**src/hw/sfe_pkg.sv**
```systemverilog
// constants and types shared by the serial flash erase command block
package sfe_pkg;

  // ----------------------------------------------------------------
  // command framing
  // ----------------------------------------------------------------
  localparam logic [5:0] SFE_CMD_BITS    = 6'h08;
  localparam logic [5:0] SFE_ADDR3_BITS  = 6'h20;
  localparam logic [5:0] SFE_ADDR4_BITS  = 6'h28;
  localparam logic [5:0] SFE_BITS_MAX    = 6'h3F;
  localparam logic [5:0] SFE_SERIAL_STEP = 6'h01;
  localparam logic [5:0] SFE_QUAD_STEP   = 6'h04;
  localparam int         SFE_SHIFT_W     = 40;

  // ----------------------------------------------------------------
  // command codes (defaults of the top-level parameters)
  // ----------------------------------------------------------------
  localparam logic [7:0] SFE_WRITE_ENABLE_CMD_CODE   = 8'h06;
  localparam logic [7:0] SFE_SE_CODE     = 8'h20;
  localparam logic [7:0] SFE_HBE_CODE    = 8'h52;
  localparam logic [7:0] SFE_BE_CODE     = 8'hD8;
  localparam logic [7:0] SFE_CE_CODE     = 8'hC7;
  localparam logic [7:0] SFE_CE_ALT_CODE = 8'h60;

  // ----------------------------------------------------------------
  // array geometry
  // ----------------------------------------------------------------
  localparam int SFE_ADDR_W      = 25;
  localparam int SFE_SECTOR_LSB  = 12;
  localparam int SFE_HALF_LSB    = 15;
  localparam int SFE_BLOCK_LSB   = 16;

  // ----------------------------------------------------------------
  // erase cycle lengths in clk cycles (plain defaults)
  // ----------------------------------------------------------------
  localparam int SFE_TIMER_W       = 24;
  localparam int SFE_SE_CYCLES_DEF = 2000;
  localparam int SFE_HBE_CYCLES_DEF = 4000;
  localparam int SFE_BE_CYCLES_DEF = 6000;
  localparam int SFE_CE_CYCLES_DEF = 20000;

  typedef enum logic [1:0] {
    SFE_SIZE_SECTOR = 2'b00,
    SFE_SIZE_HALF   = 2'b01,
    SFE_SIZE_BLOCK  = 2'b10,
    SFE_SIZE_CHIP   = 2'b11
  } sfe_size_t;

  typedef enum logic [1:0] {
    SFE_IDLE  = 2'b00,
    SFE_SWEEP = 2'b01,
    SFE_BUSY  = 2'b10
  } sfe_state_t;

endpackage : sfe_pkg

```
**src/hw/sfe_timer_if.sv**
```systemverilog
// handshake between the erase sequencer and its cycle timer
`timescale 1ns/1ns
interface sfe_timer_if;
  import sfe_pkg::*;
  logic                   start;
  logic [SFE_TIMER_W-1:0] cycles;
  logic                   busy;
  logic                   done;
  modport ctrl  (output start, output cycles, input busy, input done);
  modport timer (input start, input cycles, output busy, output done);
endinterface : sfe_timer_if

```
**src/hw/sfe_sync.sv**
```systemverilog
// two-flip-flop synchroniser for pin inputs
`timescale 1ns/1ns
module sfe_sync #(
  parameter int        W     = 1,
  parameter logic [W-1:0] RST_VAL = '0
) (
  input  wire logic         clk,
  input  wire logic         nrst,
  input  wire logic [W-1:0] d,
  output logic      [W-1:0] q
);
  logic [W-1:0] meta;

  always_ff @(posedge clk) begin
    if (!nrst) begin
      meta <= RST_VAL;
      q    <= RST_VAL;
    end else begin
      meta <= d;
      q    <= meta;
    end
  end
endmodule : sfe_sync

```
**src/hw/sfe_timer.sv**
```systemverilog
// self-timed erase cycle counter
`timescale 1ns/1ns
module sfe_timer
  import sfe_pkg::*;
(
  input  wire logic clk,
  input  wire logic nrst,
  sfe_timer_if.timer tif
);
  logic [SFE_TIMER_W-1:0] remain;

  always_ff @(posedge clk) begin
    if (!nrst) begin
      remain   <= '0;
      tif.busy <= 1'b0;
      tif.done <= 1'b0;
    end else begin
      tif.done <= 1'b0;
      if (tif.start && !tif.busy) begin
        remain   <= tif.cycles;
        tif.busy <= 1'b1;
      end else if (tif.busy) begin
        if (remain <= SFE_TIMER_W'(1)) begin
          tif.busy <= 1'b0;
          tif.done <= 1'b1;
        end else begin
          remain <= remain - SFE_TIMER_W'(1);
        end
      end
    end
  end
endmodule : sfe_timer

```
**src/hw/sfe_erase.sv**
```systemverilog
// erase command decoder and sequencer of the serial flash device
`timescale 1ns/1ns

// Functional notes
// - sector erase sets addressed 4 KB to ones
// - sector chosen by address bits 12 upward
// - addressed erase needs exact final-byte boundary
// - three-byte default; wide mode or extension bit
// - code as 8 serial or 2 quad clocks
// - serial mode ignores upper data lines
// - erase starts at closing select rise
// - busy flag during sector erase, latch cleared
// - protected target refused per protect mode
// - half block chosen by bits 15 upward
// - block erase sets addressed 64 KB ones
// - busy through block erase, then both clear
// - chip erase: code only, whole array
// - chip erase needs exact code boundary
// - block-protect mode: chip erase needs zero bits
// - sector-protect mode skips protected blocks
// - edge blocks skipped if any sector protected; the sweep skips only blocks whose sector_block_protect bit is set
module sfe_erase
  import sfe_pkg::*;
#(
  parameter int         ADDR_W      = SFE_ADDR_W,
  parameter int         NUM_BLOCKS  = 512,
  parameter int         SE_CYCLES   = SFE_SE_CYCLES_DEF,
  parameter int         HBE_CYCLES  = SFE_HBE_CYCLES_DEF,
  parameter int         BE_CYCLES   = SFE_BE_CYCLES_DEF,
  parameter int         CE_CYCLES   = SFE_CE_CYCLES_DEF,
  parameter logic [7:0] WRITE_ENABLE_CMD_CODE   = SFE_WRITE_ENABLE_CMD_CODE,
  parameter logic [7:0] SE_CODE     = SFE_SE_CODE,
  parameter logic [7:0] HBE_CODE    = SFE_HBE_CODE,
  parameter logic [7:0] BE_CODE     = SFE_BE_CODE,
  parameter logic [7:0] CE_CODE     = SFE_CE_CODE,
  parameter logic [7:0] CE_ALT_CODE = SFE_CE_ALT_CODE
) (
  input  wire logic                  clk,
  input  wire logic                  nrst,
  input  wire logic                  cs_n,
  input  wire logic                  sclk,
  input  wire logic [3:0]            sio_in,
  input  wire logic                  quad_command_mode,
  input  wire logic                  wide_address_mode,
  input  wire logic                  extended_address_bit,
  input  wire logic                  protect_mode_select,
  input  wire logic [3:0]            block_protect_bits,
  input  wire logic [NUM_BLOCKS-1:0] bp_block_protect,
  input  wire logic [NUM_BLOCKS-1:0] sector_block_protect,
  output logic                       write_enable_latch,
  output logic                       write_in_progress_flag,
  output logic                       erase_strobe,
  output logic [ADDR_W-1:0]          erase_base,
  output sfe_size_t                  erase_size,
  output logic                       cmd_rejected
);

  localparam int BLK_W = $clog2(NUM_BLOCKS);

  // ----------------------------------------------------------------
  // pin synchronisation and edge detection
  // ----------------------------------------------------------------
  logic       cs_n_s;
  logic       sclk_s;
  logic [3:0] sio_s;
  logic       cs_n_d;
  logic       sclk_d;

  sfe_sync #(.W(1), .RST_VAL(1'b1)) u_sync_cs (
    .clk  (clk),
    .nrst (nrst),
    .d    (cs_n),
    .q    (cs_n_s)
  );

  sfe_sync #(.W(1), .RST_VAL(1'b0)) u_sync_sclk (
    .clk  (clk),
    .nrst (nrst),
    .d    (sclk),
    .q    (sclk_s)
  );

  sfe_sync #(.W(4), .RST_VAL(4'h0)) u_sync_sio (
    .clk  (clk),
    .nrst (nrst),
    .d    (sio_in),
    .q    (sio_s)
  );

  always_ff @(posedge clk) begin
    if (!nrst) begin
      cs_n_d <= 1'b1;
      sclk_d <= 1'b0;
    end else begin
      cs_n_d <= cs_n_s;
      sclk_d <= sclk_s;
    end
  end

  logic sclk_rise;
  logic cs_rise;
  logic cs_fall;

  assign sclk_rise = sclk_s && !sclk_d && !cs_n_s;
  assign cs_rise   = cs_n_s && !cs_n_d;
  assign cs_fall   = !cs_n_s && cs_n_d;

  // ----------------------------------------------------------------
  // bit shifter and counter
  // ----------------------------------------------------------------
  logic [SFE_SHIFT_W-1:0] shift;
  logic [5:0]             bit_cnt;
  logic [5:0]             step;

  assign step = quad_command_mode ? SFE_QUAD_STEP : SFE_SERIAL_STEP;

  always_ff @(posedge clk) begin
    if (!nrst) begin
      shift   <= '0;
      bit_cnt <= '0;
    end else if (cs_fall) begin
      shift   <= '0;
      bit_cnt <= '0;
    end else if (sclk_rise) begin
      if (quad_command_mode) begin
        shift <= {shift[SFE_SHIFT_W-5:0], sio_s};
      end else begin
        shift <= {shift[SFE_SHIFT_W-2:0], sio_s[0]};
      end
      if (bit_cnt > SFE_BITS_MAX - step) begin
        bit_cnt <= SFE_BITS_MAX;
      end else begin
        bit_cnt <= bit_cnt + step;
      end
    end
  end

  // ----------------------------------------------------------------
  // frame decode at the closing select edge
  // ----------------------------------------------------------------
  logic [7:0]        code_short;
  logic [7:0]        code_addr;
  logic [ADDR_W-1:0] addr;
  logic              addr_frame;
  logic              short_frame;
  logic              is_se;
  logic              is_hbe;
  logic              is_be;
  logic              is_ce;
  logic              is_write_enable_cmd;
  logic [BLK_W-1:0]  tgt_blk;
  logic              tgt_prot;
  logic [ADDR_W-1:0] base_se;
  logic [ADDR_W-1:0] base_hbe;
  logic [ADDR_W-1:0] base_be;

  assign short_frame = (bit_cnt == SFE_CMD_BITS);
  assign addr_frame  = wide_address_mode ? (bit_cnt == SFE_ADDR4_BITS)
                                         : (bit_cnt == SFE_ADDR3_BITS);
  assign code_short  = shift[7:0];
  assign code_addr   = wide_address_mode ? shift[39:32] : shift[31:24];

  // the extension bit sits just above the three address bytes; a small array drops it
  localparam int A3_W = int'(SFE_ADDR3_BITS) - int'(SFE_CMD_BITS);

  logic [A3_W:0] addr3;

  assign addr3 = {extended_address_bit, shift[A3_W-1:0]};

  always_comb begin
    addr = '0;
    if (wide_address_mode) begin
      addr = shift[ADDR_W-1:0];
    end else begin
      addr = addr3[ADDR_W-1:0];
    end
  end

  assign is_se   = addr_frame && (code_addr == SE_CODE);
  assign is_hbe  = addr_frame && (code_addr == HBE_CODE);
  assign is_be   = addr_frame && (code_addr == BE_CODE);
  assign is_ce   = short_frame && ((code_short == CE_CODE) || (code_short == CE_ALT_CODE));
  assign is_write_enable_cmd = short_frame && (code_short == WRITE_ENABLE_CMD_CODE);

  assign tgt_blk  = addr[SFE_BLOCK_LSB +: BLK_W];
  assign tgt_prot = protect_mode_select ? sector_block_protect[tgt_blk]
                                        : bp_block_protect[tgt_blk];
  assign base_se  = {addr[ADDR_W-1:SFE_SECTOR_LSB], {SFE_SECTOR_LSB{1'b0}}};
  assign base_hbe = {addr[ADDR_W-1:SFE_HALF_LSB], {SFE_HALF_LSB{1'b0}}};
  assign base_be  = {addr[ADDR_W-1:SFE_BLOCK_LSB], {SFE_BLOCK_LSB{1'b0}}};

  logic accept_addr;
  logic accept_ce;
  logic busy_any;

  assign busy_any    = write_in_progress_flag;
  assign accept_addr = cs_rise && (is_se || is_hbe || is_be) && write_enable_latch
                       && !busy_any && !tgt_prot;
  assign accept_ce   = cs_rise && is_ce && write_enable_latch && !busy_any
                       && (protect_mode_select || (block_protect_bits == 4'h0));

  // ----------------------------------------------------------------
  // erase sequencer
  // ----------------------------------------------------------------
  sfe_timer_if tif ();

  sfe_timer u_timer (
    .clk  (clk),
    .nrst (nrst),
    .tif  (tif)
  );

  sfe_state_t       state;
  logic [BLK_W-1:0] sweep_blk;

  always_ff @(posedge clk) begin
    if (!nrst) begin
      state                  <= SFE_IDLE;
      sweep_blk              <= '0;
      write_in_progress_flag <= 1'b0;
      erase_strobe           <= 1'b0;
      erase_base             <= '0;
      erase_size             <= SFE_SIZE_SECTOR;
      tif.start              <= 1'b0;
      tif.cycles             <= '0;
    end else begin
      erase_strobe <= 1'b0;
      tif.start    <= 1'b0;
      unique case (state)
        SFE_IDLE: begin
          if (accept_addr) begin
            erase_strobe           <= 1'b1;
            write_in_progress_flag <= 1'b1;
            state                  <= SFE_BUSY;
            tif.start              <= 1'b1;
            if (is_se) begin
              erase_base <= base_se;
              erase_size <= SFE_SIZE_SECTOR;
              tif.cycles <= SFE_TIMER_W'(SE_CYCLES);
            end else if (is_hbe) begin
              erase_base <= base_hbe;
              erase_size <= SFE_SIZE_HALF;
              tif.cycles <= SFE_TIMER_W'(HBE_CYCLES);
            end else begin
              erase_base <= base_be;
              erase_size <= SFE_SIZE_BLOCK;
              tif.cycles <= SFE_TIMER_W'(BE_CYCLES);
            end
          end else if (accept_ce) begin
            write_in_progress_flag <= 1'b1;
            tif.cycles             <= SFE_TIMER_W'(CE_CYCLES);
            if (protect_mode_select) begin
              sweep_blk <= '0;
              state     <= SFE_SWEEP;
            end else begin
              erase_strobe <= 1'b1;
              erase_base   <= '0;
              erase_size   <= SFE_SIZE_CHIP;
              tif.start    <= 1'b1;
              state        <= SFE_BUSY;
            end
          end
        end
        SFE_SWEEP: begin
          if (!sector_block_protect[sweep_blk]) begin
            erase_strobe <= 1'b1;
            erase_base   <= {sweep_blk, {SFE_BLOCK_LSB{1'b0}}};
            erase_size   <= SFE_SIZE_BLOCK;
          end
          if (sweep_blk == BLK_W'(NUM_BLOCKS - 1)) begin
            tif.start <= 1'b1;
            state     <= SFE_BUSY;
          end else begin
            sweep_blk <= sweep_blk + BLK_W'(1);
          end
        end
        SFE_BUSY: begin
          if (tif.done) begin
            write_in_progress_flag <= 1'b0;
            state                  <= SFE_IDLE;
          end
        end
        default: begin
          state <= SFE_IDLE;
        end
      endcase
    end
  end

  // ----------------------------------------------------------------
  // write-enable latch and reject flag
  // ----------------------------------------------------------------
  always_ff @(posedge clk) begin
    if (!nrst) begin
      write_enable_latch <= 1'b0;
    end else if (state == SFE_BUSY && tif.done) begin
      write_enable_latch <= 1'b0;
    end else if (cs_rise && is_write_enable_cmd && !busy_any) begin
      write_enable_latch <= 1'b1;
    end
  end

  logic [7:0] first_code;

  // keeps the opening byte so a frame of the wrong length is still recognised
  always_ff @(posedge clk) begin
    if (!nrst) begin
      first_code <= 8'h00;
    end else if (cs_fall) begin
      first_code <= 8'h00;
    end else if (bit_cnt == SFE_CMD_BITS) begin
      first_code <= shift[7:0];
    end
  end

  logic any_erase_code;

  assign any_erase_code = (first_code == SE_CODE) || (first_code == HBE_CODE)
                          || (first_code == BE_CODE) || (first_code == CE_CODE)
                          || (first_code == CE_ALT_CODE);

  // pulses when an erase frame closed without starting anything, except an 8-bit address-erase frame or an address-length chip erase frame
  always_ff @(posedge clk) begin
    if (!nrst) begin
      cmd_rejected <= 1'b0;
    end else begin
      cmd_rejected <= cs_rise && !accept_addr && !accept_ce
                      && (is_se || is_hbe || is_be || is_ce
                          || (bit_cnt != SFE_CMD_BITS && bit_cnt != '0
                              && !addr_frame && any_erase_code));
    end
  end

endmodule : sfe_erase

```
**config.mk**
```make
export PLATFORM = sky130hd
export DESIGN_NAME = sfe_erase
export DESIGN_NICKNAME = d
export VERILOG_FILES = /design/src/hw/sfe_pkg.sv /design/src/hw/sfe_timer_if.sv /design/src/hw/sfe_sync.sv /design/src/hw/sfe_timer.sv /design/src/hw/sfe_erase.sv
export SDC_FILE = /design/constraint.sdc
export NUM_CORES = 1
export LEC_CHECK = 0
export BUFFER_PORTS_ARGS = -buffer_cell sky130_fd_sc_hd__buf_2
export CORE_AREA = 2 2 419 421
export DETAILED_ROUTE_END_ITERATION = 10
export DIE_AREA = 0 0 421 423
export SLEW_MARGIN = 20
export SYNTH_ARGS = -nofsm -noshare
export SYNTH_HDL_FRONTEND = slang
export SYNTH_SLANG_ARGS = --single-unit
export TNS_END_PERCENT = 30
```
**constraint.sdc**
```tcl
create_clock -name clk -period 3.3 [get_ports clk]
set_clock_uncertainty 0.15 [all_clocks]
set_input_delay 0.66 -clock clk [delete_from_list [all_inputs] [get_ports clk]]
set_output_delay 0.66 -clock clk [all_outputs]
set_load 0.01 [all_outputs]
```
After elaboration in Yosys (flattened, before gate mapping). Cells that the tools add are included.

Register bits: 161. Output and inout bits: 31. Logic and storage cells: 184.

Add/sub/neg operators: 4. Order comparisons: 4. Equality and inequality tests: 28. Multiplexer cells: 60. Bitwise logic cells: 2. Reduce and logical (&&, ||, !) cells: 62.

Operator list (count): $mux W25 (5); $mux W24 (5); $pmux W25 S2 (1); $mux W40 (1); $mux W9 (4); $eq A8 B7 Y1 const B (4); $eq A8 B8 Y1 const B (4); $mux W16 (2); $bmux W1 S9 (3); $logic_and A1 B1 Y1 (27); $mux W13 (2); $le A24 B1 Y1 const B (1); $sub A24 B1 Y24 const B (1); $mux W2 (11); $lt A9 B10 Y1 const B (2); $pmux W9 S2 (1); $mux W1 (17); $eq A8 B6 Y1 const B (2); $eq A6 B6 Y1 const B (2); $ne A2 B2 Y1 const B (6); $logic_or A1 B1 Y1 (10); $add A9 B1 Y9 const B (1); $eq A9 B9 Y1 const B (1); $logic_not A1 Y1 (9); other kinds (27) (38).

Longest topological paths before layout.
Depth in word-level cells: 13. Gate-level depth with buffers: 18. Depth with buffers taken out: 10.

Cells and area by module. Synthesis repeated with hierarchy kept, for this count alone.

Cell total of the unflattened synthesis: 1838. Area, all modules: 19491.2 um^2.

Modules (own cells, without submodules): sfe_erase (instances 1, cells each 1628, area an instance 17599.4 um^2, sequential area each 1901.8 um^2); sfe_timer (instances 1, cells each 186, area an instance 1576.5 um^2, sequential area each 520.5 um^2); sfe_sync at u_sync_sio (instances 1, cells each 16, area an instance 210.2 um^2, sequential area each 160.2 um^2); sfe_sync at u_sync_cs ... (instances 2, cells each 4, area an instance 52.6 um^2, sequential area each 40.0 um^2).

Least setup slack after synthesis. No wires, ideal clock.

Path type: input port to flip-flop. Start point: input wide_address_mode. End point: register erase_base[17]. Arrival: 3048 ps. Required time: 3078 ps. Setup slack: 30 ps. Stages: 9. Path through: clkbuf_1 mux2i_1 or4_1 a2111oi_2 o21ai_0 a31o_2 a21oi_4 buf_6 mux2i_1.

Cells in the longest elaborated chain, start to end: 11.

Ends and longest elaborated chain: from (decl) (RTL line sfe_erase.sv:44) `input wire logic wide_address_mode,`; branches (longest 8 deep; another with $mux W25); $logic_and A1 B1 Y1 (*) (RTL line sfe_erase.sv:198) `&& !busy_any && !tgt_prot;`; $ne A3 B3 Y1 (no line) / $mux W25 (equally long branches); $reduce_and A4 Y1 (no line) / $pmux W25 S2 (equally long branches); to (signal assigned) (RTL line sfe_erase.sv:237) `erase_base <= base_se;`; to (signal assigned) (RTL line sfe_erase.sv:241) `erase_base <= base_hbe;`; to (signal assigned) (RTL line sfe_erase.sv:245) `erase_base <= base_be;`; to (decl) (RTL line sfe_erase.sv:53) `output logic [ADDR_W-1:0] erase_base,`.

Mark *: on every way between the ends. The select of a mux whose other input is x is not followed. A chain may end at the register's enable or synchronous reset.

Worst setup path after layout.
Start point: register shift[16]. End point: register tif.cycles[11].

Cells in the longest elaborated chain, start to end: 8.

Ends and longest elaborated chain: from (decl) (RTL line sfe_erase.sv:111) `logic [SFE_SHIFT_W-1:0] shift;`; from (signal assigned) (RTL line sfe_erase.sv:126) `shift <= {shift[SFE_SHIFT_W-5:0], sio_s};`; from (signal assigned) (RTL line sfe_erase.sv:128) `shift <= {shift[SFE_SHIFT_W-2:0], sio_s[0]};`; $mux W25 (*) (RTL line sfe_erase.sv:172) `if (wide_address_mode) begin`; $bmux W1 S9, on equally long branches (RTL line sfe_erase.sv:187, sfe_erase.sv:186); $mux W1, on equally long branches (RTL line sfe_erase.sv:187, sfe_erase.sv:186); $mux W1 (*) (RTL line sfe_erase.sv:186) `assign tgt_prot = protect_mode_select ? sector_block_protect[tgt_blk]`; $logic_not A1 Y1 (*) (RTL line sfe_erase.sv:198); $logic_and A1 B1 Y1 (*) (RTL line sfe_erase.sv:198); $reduce_bool A2 Y1 (no line); $reduce_and A2 Y1 (no line); to (signal assigned) (RTL line sfe_erase.sv:239) `tif.cycles <= SFE_TIMER_W'(SE_CYCLES);`; to (signal assigned) (RTL line sfe_erase.sv:243) `tif.cycles <= SFE_TIMER_W'(HBE_CYCLES);`; to (signal assigned) (RTL line sfe_erase.sv:247) `tif.cycles <= SFE_TIMER_W'(BE_CYCLES);`; to (decl) (RTL line sfe_timer_if.sv:6) `logic [SFE_TIMER_W-1:0] cycles;`.

Mark *: on every way between the ends. The rest lies on a longest branch, timed or not. The select of a mux whose other input is x is not followed.

==> results.md <==
* Largest family of logic cells by synthesized area: multiplexers
* Clock Tree Buf Depth at 2
* Peak fanout along the critical path at 7
* Die area at 178,000 um^2
* Multiplexer share of the synthesized area at 0.532
* Setup crit start kind: register
* CTS Root Buffer Type: clkbuf_16
* PnR worst setup slack at -0.626 ns
* Share of cells above drive strength 1 at 0.642
* CTS tree: yes
* Vias/cell at 4.34
* Reg clk slew, reported paths at 0.06 ns
* Total grt overflow at 0
* Die Span Y at 423 um
* Crit path time final at 3.93 ns
* Synth area leader: mux4_2
* Adder-cell share of the synthesized area at 0.00510
* Sequential share of the synthesized area at 0.136
* Final-report setup violation count at 28
* Outcome: complete, but fails checks
* Unrepaired setup endpoints after global routing: true
* Maximum vdd ir drop at 0.405 mV
* Max transition margin at 0.407
* Max_cap viols at 0
* Worst slew pin tran at 0.886 ns
* Synth Area in XOR/XNOR at 0.00401
* Sink Count at 133
* CP Data Arrival Time at 4.09 ns
* Initial Utilization at 0.113
* Vias in the first global route at 24.0k
* CTS Buf Count at 17
* H-tree levels at 4
* Post-route ant nets at 0
* Final hold vios at 0
* Mapped Avg Cell Area at 10.8 um^2
* HPWL after detailed placement at 147,000 um
* Core area at 173,000 um^2
* Clock latency on the worst-skew pair at 0.43 ns
* Total number of vias at 24.0k
* Req. time, crit path at 3.47 ns
* Final WL at 166,000 um
* Total power at 5.46 mW
* Mapped Cells at 1,811
* Initial antenna violation count at 115
* # DRC at 0
* Element type at the critical path end: register
* Leak Pwr at 12.4 nW
* Ranking of synthesized cells by area: mux4_2 39%, dfxtp_1 14%, mux2i_1 11%, nand2_1 2.4%, nor2_1 2.3%
* Fill count at 19.4k
* Simple-gate share of the synthesized area at 0.129
* Critical path class: register to register
* Final Net Count at 4,202
* Site row count at 153
* Largest net degree at the start of global routing at 54
* PD cells at 170 nW/um^2
* Top cell type's share of synthesized area at 0.388
* Tcrit/Tclk final at 1.19
* Post-Synthesis Cell Area at 19,600 um^2
* Post-synthesis compound-gate area fraction at 0.126
* Routed WL per cell at 30.0 um
* FFs w/ async S/R, synth at 0
* Width of the die at 421 um
* Synth-to-Final Area Change at 63.2%
* Yosys cell types at 89
* Synth warn at 0
* Synth Flop Type: dfxtp_1
* Slew Viols, Final at 0
* Fmax at 255 MHz
* Flop2flop setup slack at -0.63 ns
* # hold bufs at CTS at 0
* Port Buffers at 1,058
* Yosys reg bits at 133
* I/O pin count at 1,071
* First-pass GRT wire length at 215,000 um
* 1st-iter DRT viols at 2,197
* Overall Global Routing Usage at 0.177
* Failing checks: setup timing
* DRT Pass-1 Iters at 6
* DP Worst Slack at -1.51 ns
* Routability cong. at 1.03
* EDFF count, synth at 0
* HP Class: register to register
[through the flow]
step	cell area (um^2)	setup TNS (ns)	utilization	hold WS (ns)	std cells
5_1_grt	32000	-18.23	0.185	0.306	5512
6_report	32100	-15.29	0.185	0.274	5531
3_3_place_gp	30500	-41.87	0.176	0.256	5431
2_1_floorplan	19700	0	-	0.236	1822
3_5_place_dp	30500	-39.25	0.176	0.250	5431
4_1_cts	31800	-16.01	0.184	0.273	5491
[cells in the mapped netlist, types with 6 or more instances]
library cell  number
clkbuf_1          66
o311ai_0           6
nor2b_1           31
nand2b_1          17
and2_1            27
nand4_1           13
buf_4             53
a211oi_1          58
o21ai_0           32
o221ai_1          13
mux2i_1          208
nand3_1           49
nor3_1            22
o211ai_1          10
nor4_1            17
a31oi_1           12
mux4_1            15
ha_1               8
nand2_1          123
xnor2_1            7
mux4_2           338
nor2_1           120
a21oi_1           62
mux2_2            31
buf_2             47
and3_1            11
o22ai_1           24
or3_1              8
a2111oi_0          9
a22oi_1           58
buf_6             26
inv_1             22
dfxtp_1          133
nor3b_1            8
buf_1             10
[layout by cell type, fill, tap and decap left out, types with 7 or more instances in the layout]
cell type and n:
and3_1 10, dfxtp_4 8, nand2_1 119, clkbuf_16 17, nor3_1 21, buf_6 18
dfxtp_1 121, buf_2 1058, a211oi_1 55, nor4_1 13, a21oi_1 59, conb_1 12
diode_2 40, o221ai_1 13, mux2_2 29, o22ai_1 21, and2_1 27, ha_1 8
buf_12 50, nor3b_1 7, a22oi_1 53, nor2b_1 27, o21ai_0 21, a31oi_1 11
or3_1 7, mux2i_1 199, nor2_1 119, inv_1 19, nand3_1 45, nand4_1 13
buf_4 381, o211ai_1 10, xnor2_1 7, mux4_2 347, nand2b_1 15
[what timing repair did]
item / CTS / global route
setup buffers: 27 / 2
resized for setup: 104 / 36
pin swaps: 24 / 7
endpoints found under the setup margin: 28 / 33
gates cloned: 4 / 0
[metal layers]
metal	GRT usage	part of all wire
met4	0.0423	0.026
met3	0.0417	0.077
met1	0.230	0.42
met5	0	0.0019
met2	0.294	0.48
[cells by family (layout without fill, tap and decap cells)]
kind of cell    count (synthesis)  after routing
mux                           592            592
simple gates                  491            491
xor+xnor                        9              9
compound gates                350            350
flops                         133            133
buf+inv                       227           1571
other cells                     1             52
fa+ha+maj                       8              8
[path summary, 6_finish.rpt]
| path | startpoint | to | depth (start not counted) |
|---|---|---|---|
| worst min-delay path | u_sync_cs.meta | u_sync_cs.q | 1 |
| worst max register to register | shift[16] | tif.cycles[11] | 16 |
| worst max-delay path | shift[16] | tif.cycles[11] | 16 |
| worst min register to register | u_sync_cs.meta | u_sync_cs.q | 1 |
[critical path: stages (launching register included)]
cell and delay [ns]:
dfxtp_4 0.47, buf_12 0.18, buf_12 0.14, buf_8 0.10, mux4_2 0.50, mux2_4 0.30
a2111oi_4 0.30, buf_4 0.19, buf_12 0.11, o21ai_2 0.04, nand4_1 0.11, buf_6 0.13
nor4_4 0.03, a311o_1 0.31, and3b_2 0.38, a31o_4 0.19, o21ba_4 0.14
[final cells by class]
type                       instances  area, um^2  share of cell area
inverter                          22        86.3             0.00269
antenna                           40         100             0.00312
multi-input combinational       1462       16100               0.502
tap                             2325        2910              0.0908
clock inverter                     9         105             0.00328
sequential                       133        2700              0.0842
clock buffer                      22         454              0.0142
timing repair buffer            1518        9620               0.300
[where the power goes]
| group | switching, mW | leakage [nW] | internal [mW] |
|---|---|---|---|
| Sequential | 0.0117 | 1.08 | 1.61 |
| Clock | 0.724 | 0.274 | 1.12 |
| Combinational | 0.918 | 11.0 | 1.07 |
[state kept, by name, indices dropped and copies added, names as in the netlist, 4 cells and up]
name             flops
bit_cnt              6
u_sync_sio.q         4
u_timer.remain      24
erase_base          13
u_sync_sio.meta      4
first_code           8
shift               40
tif.cycles           8
sweep_blk            9
Note: power is estimated with default switching activity, not from simulation.
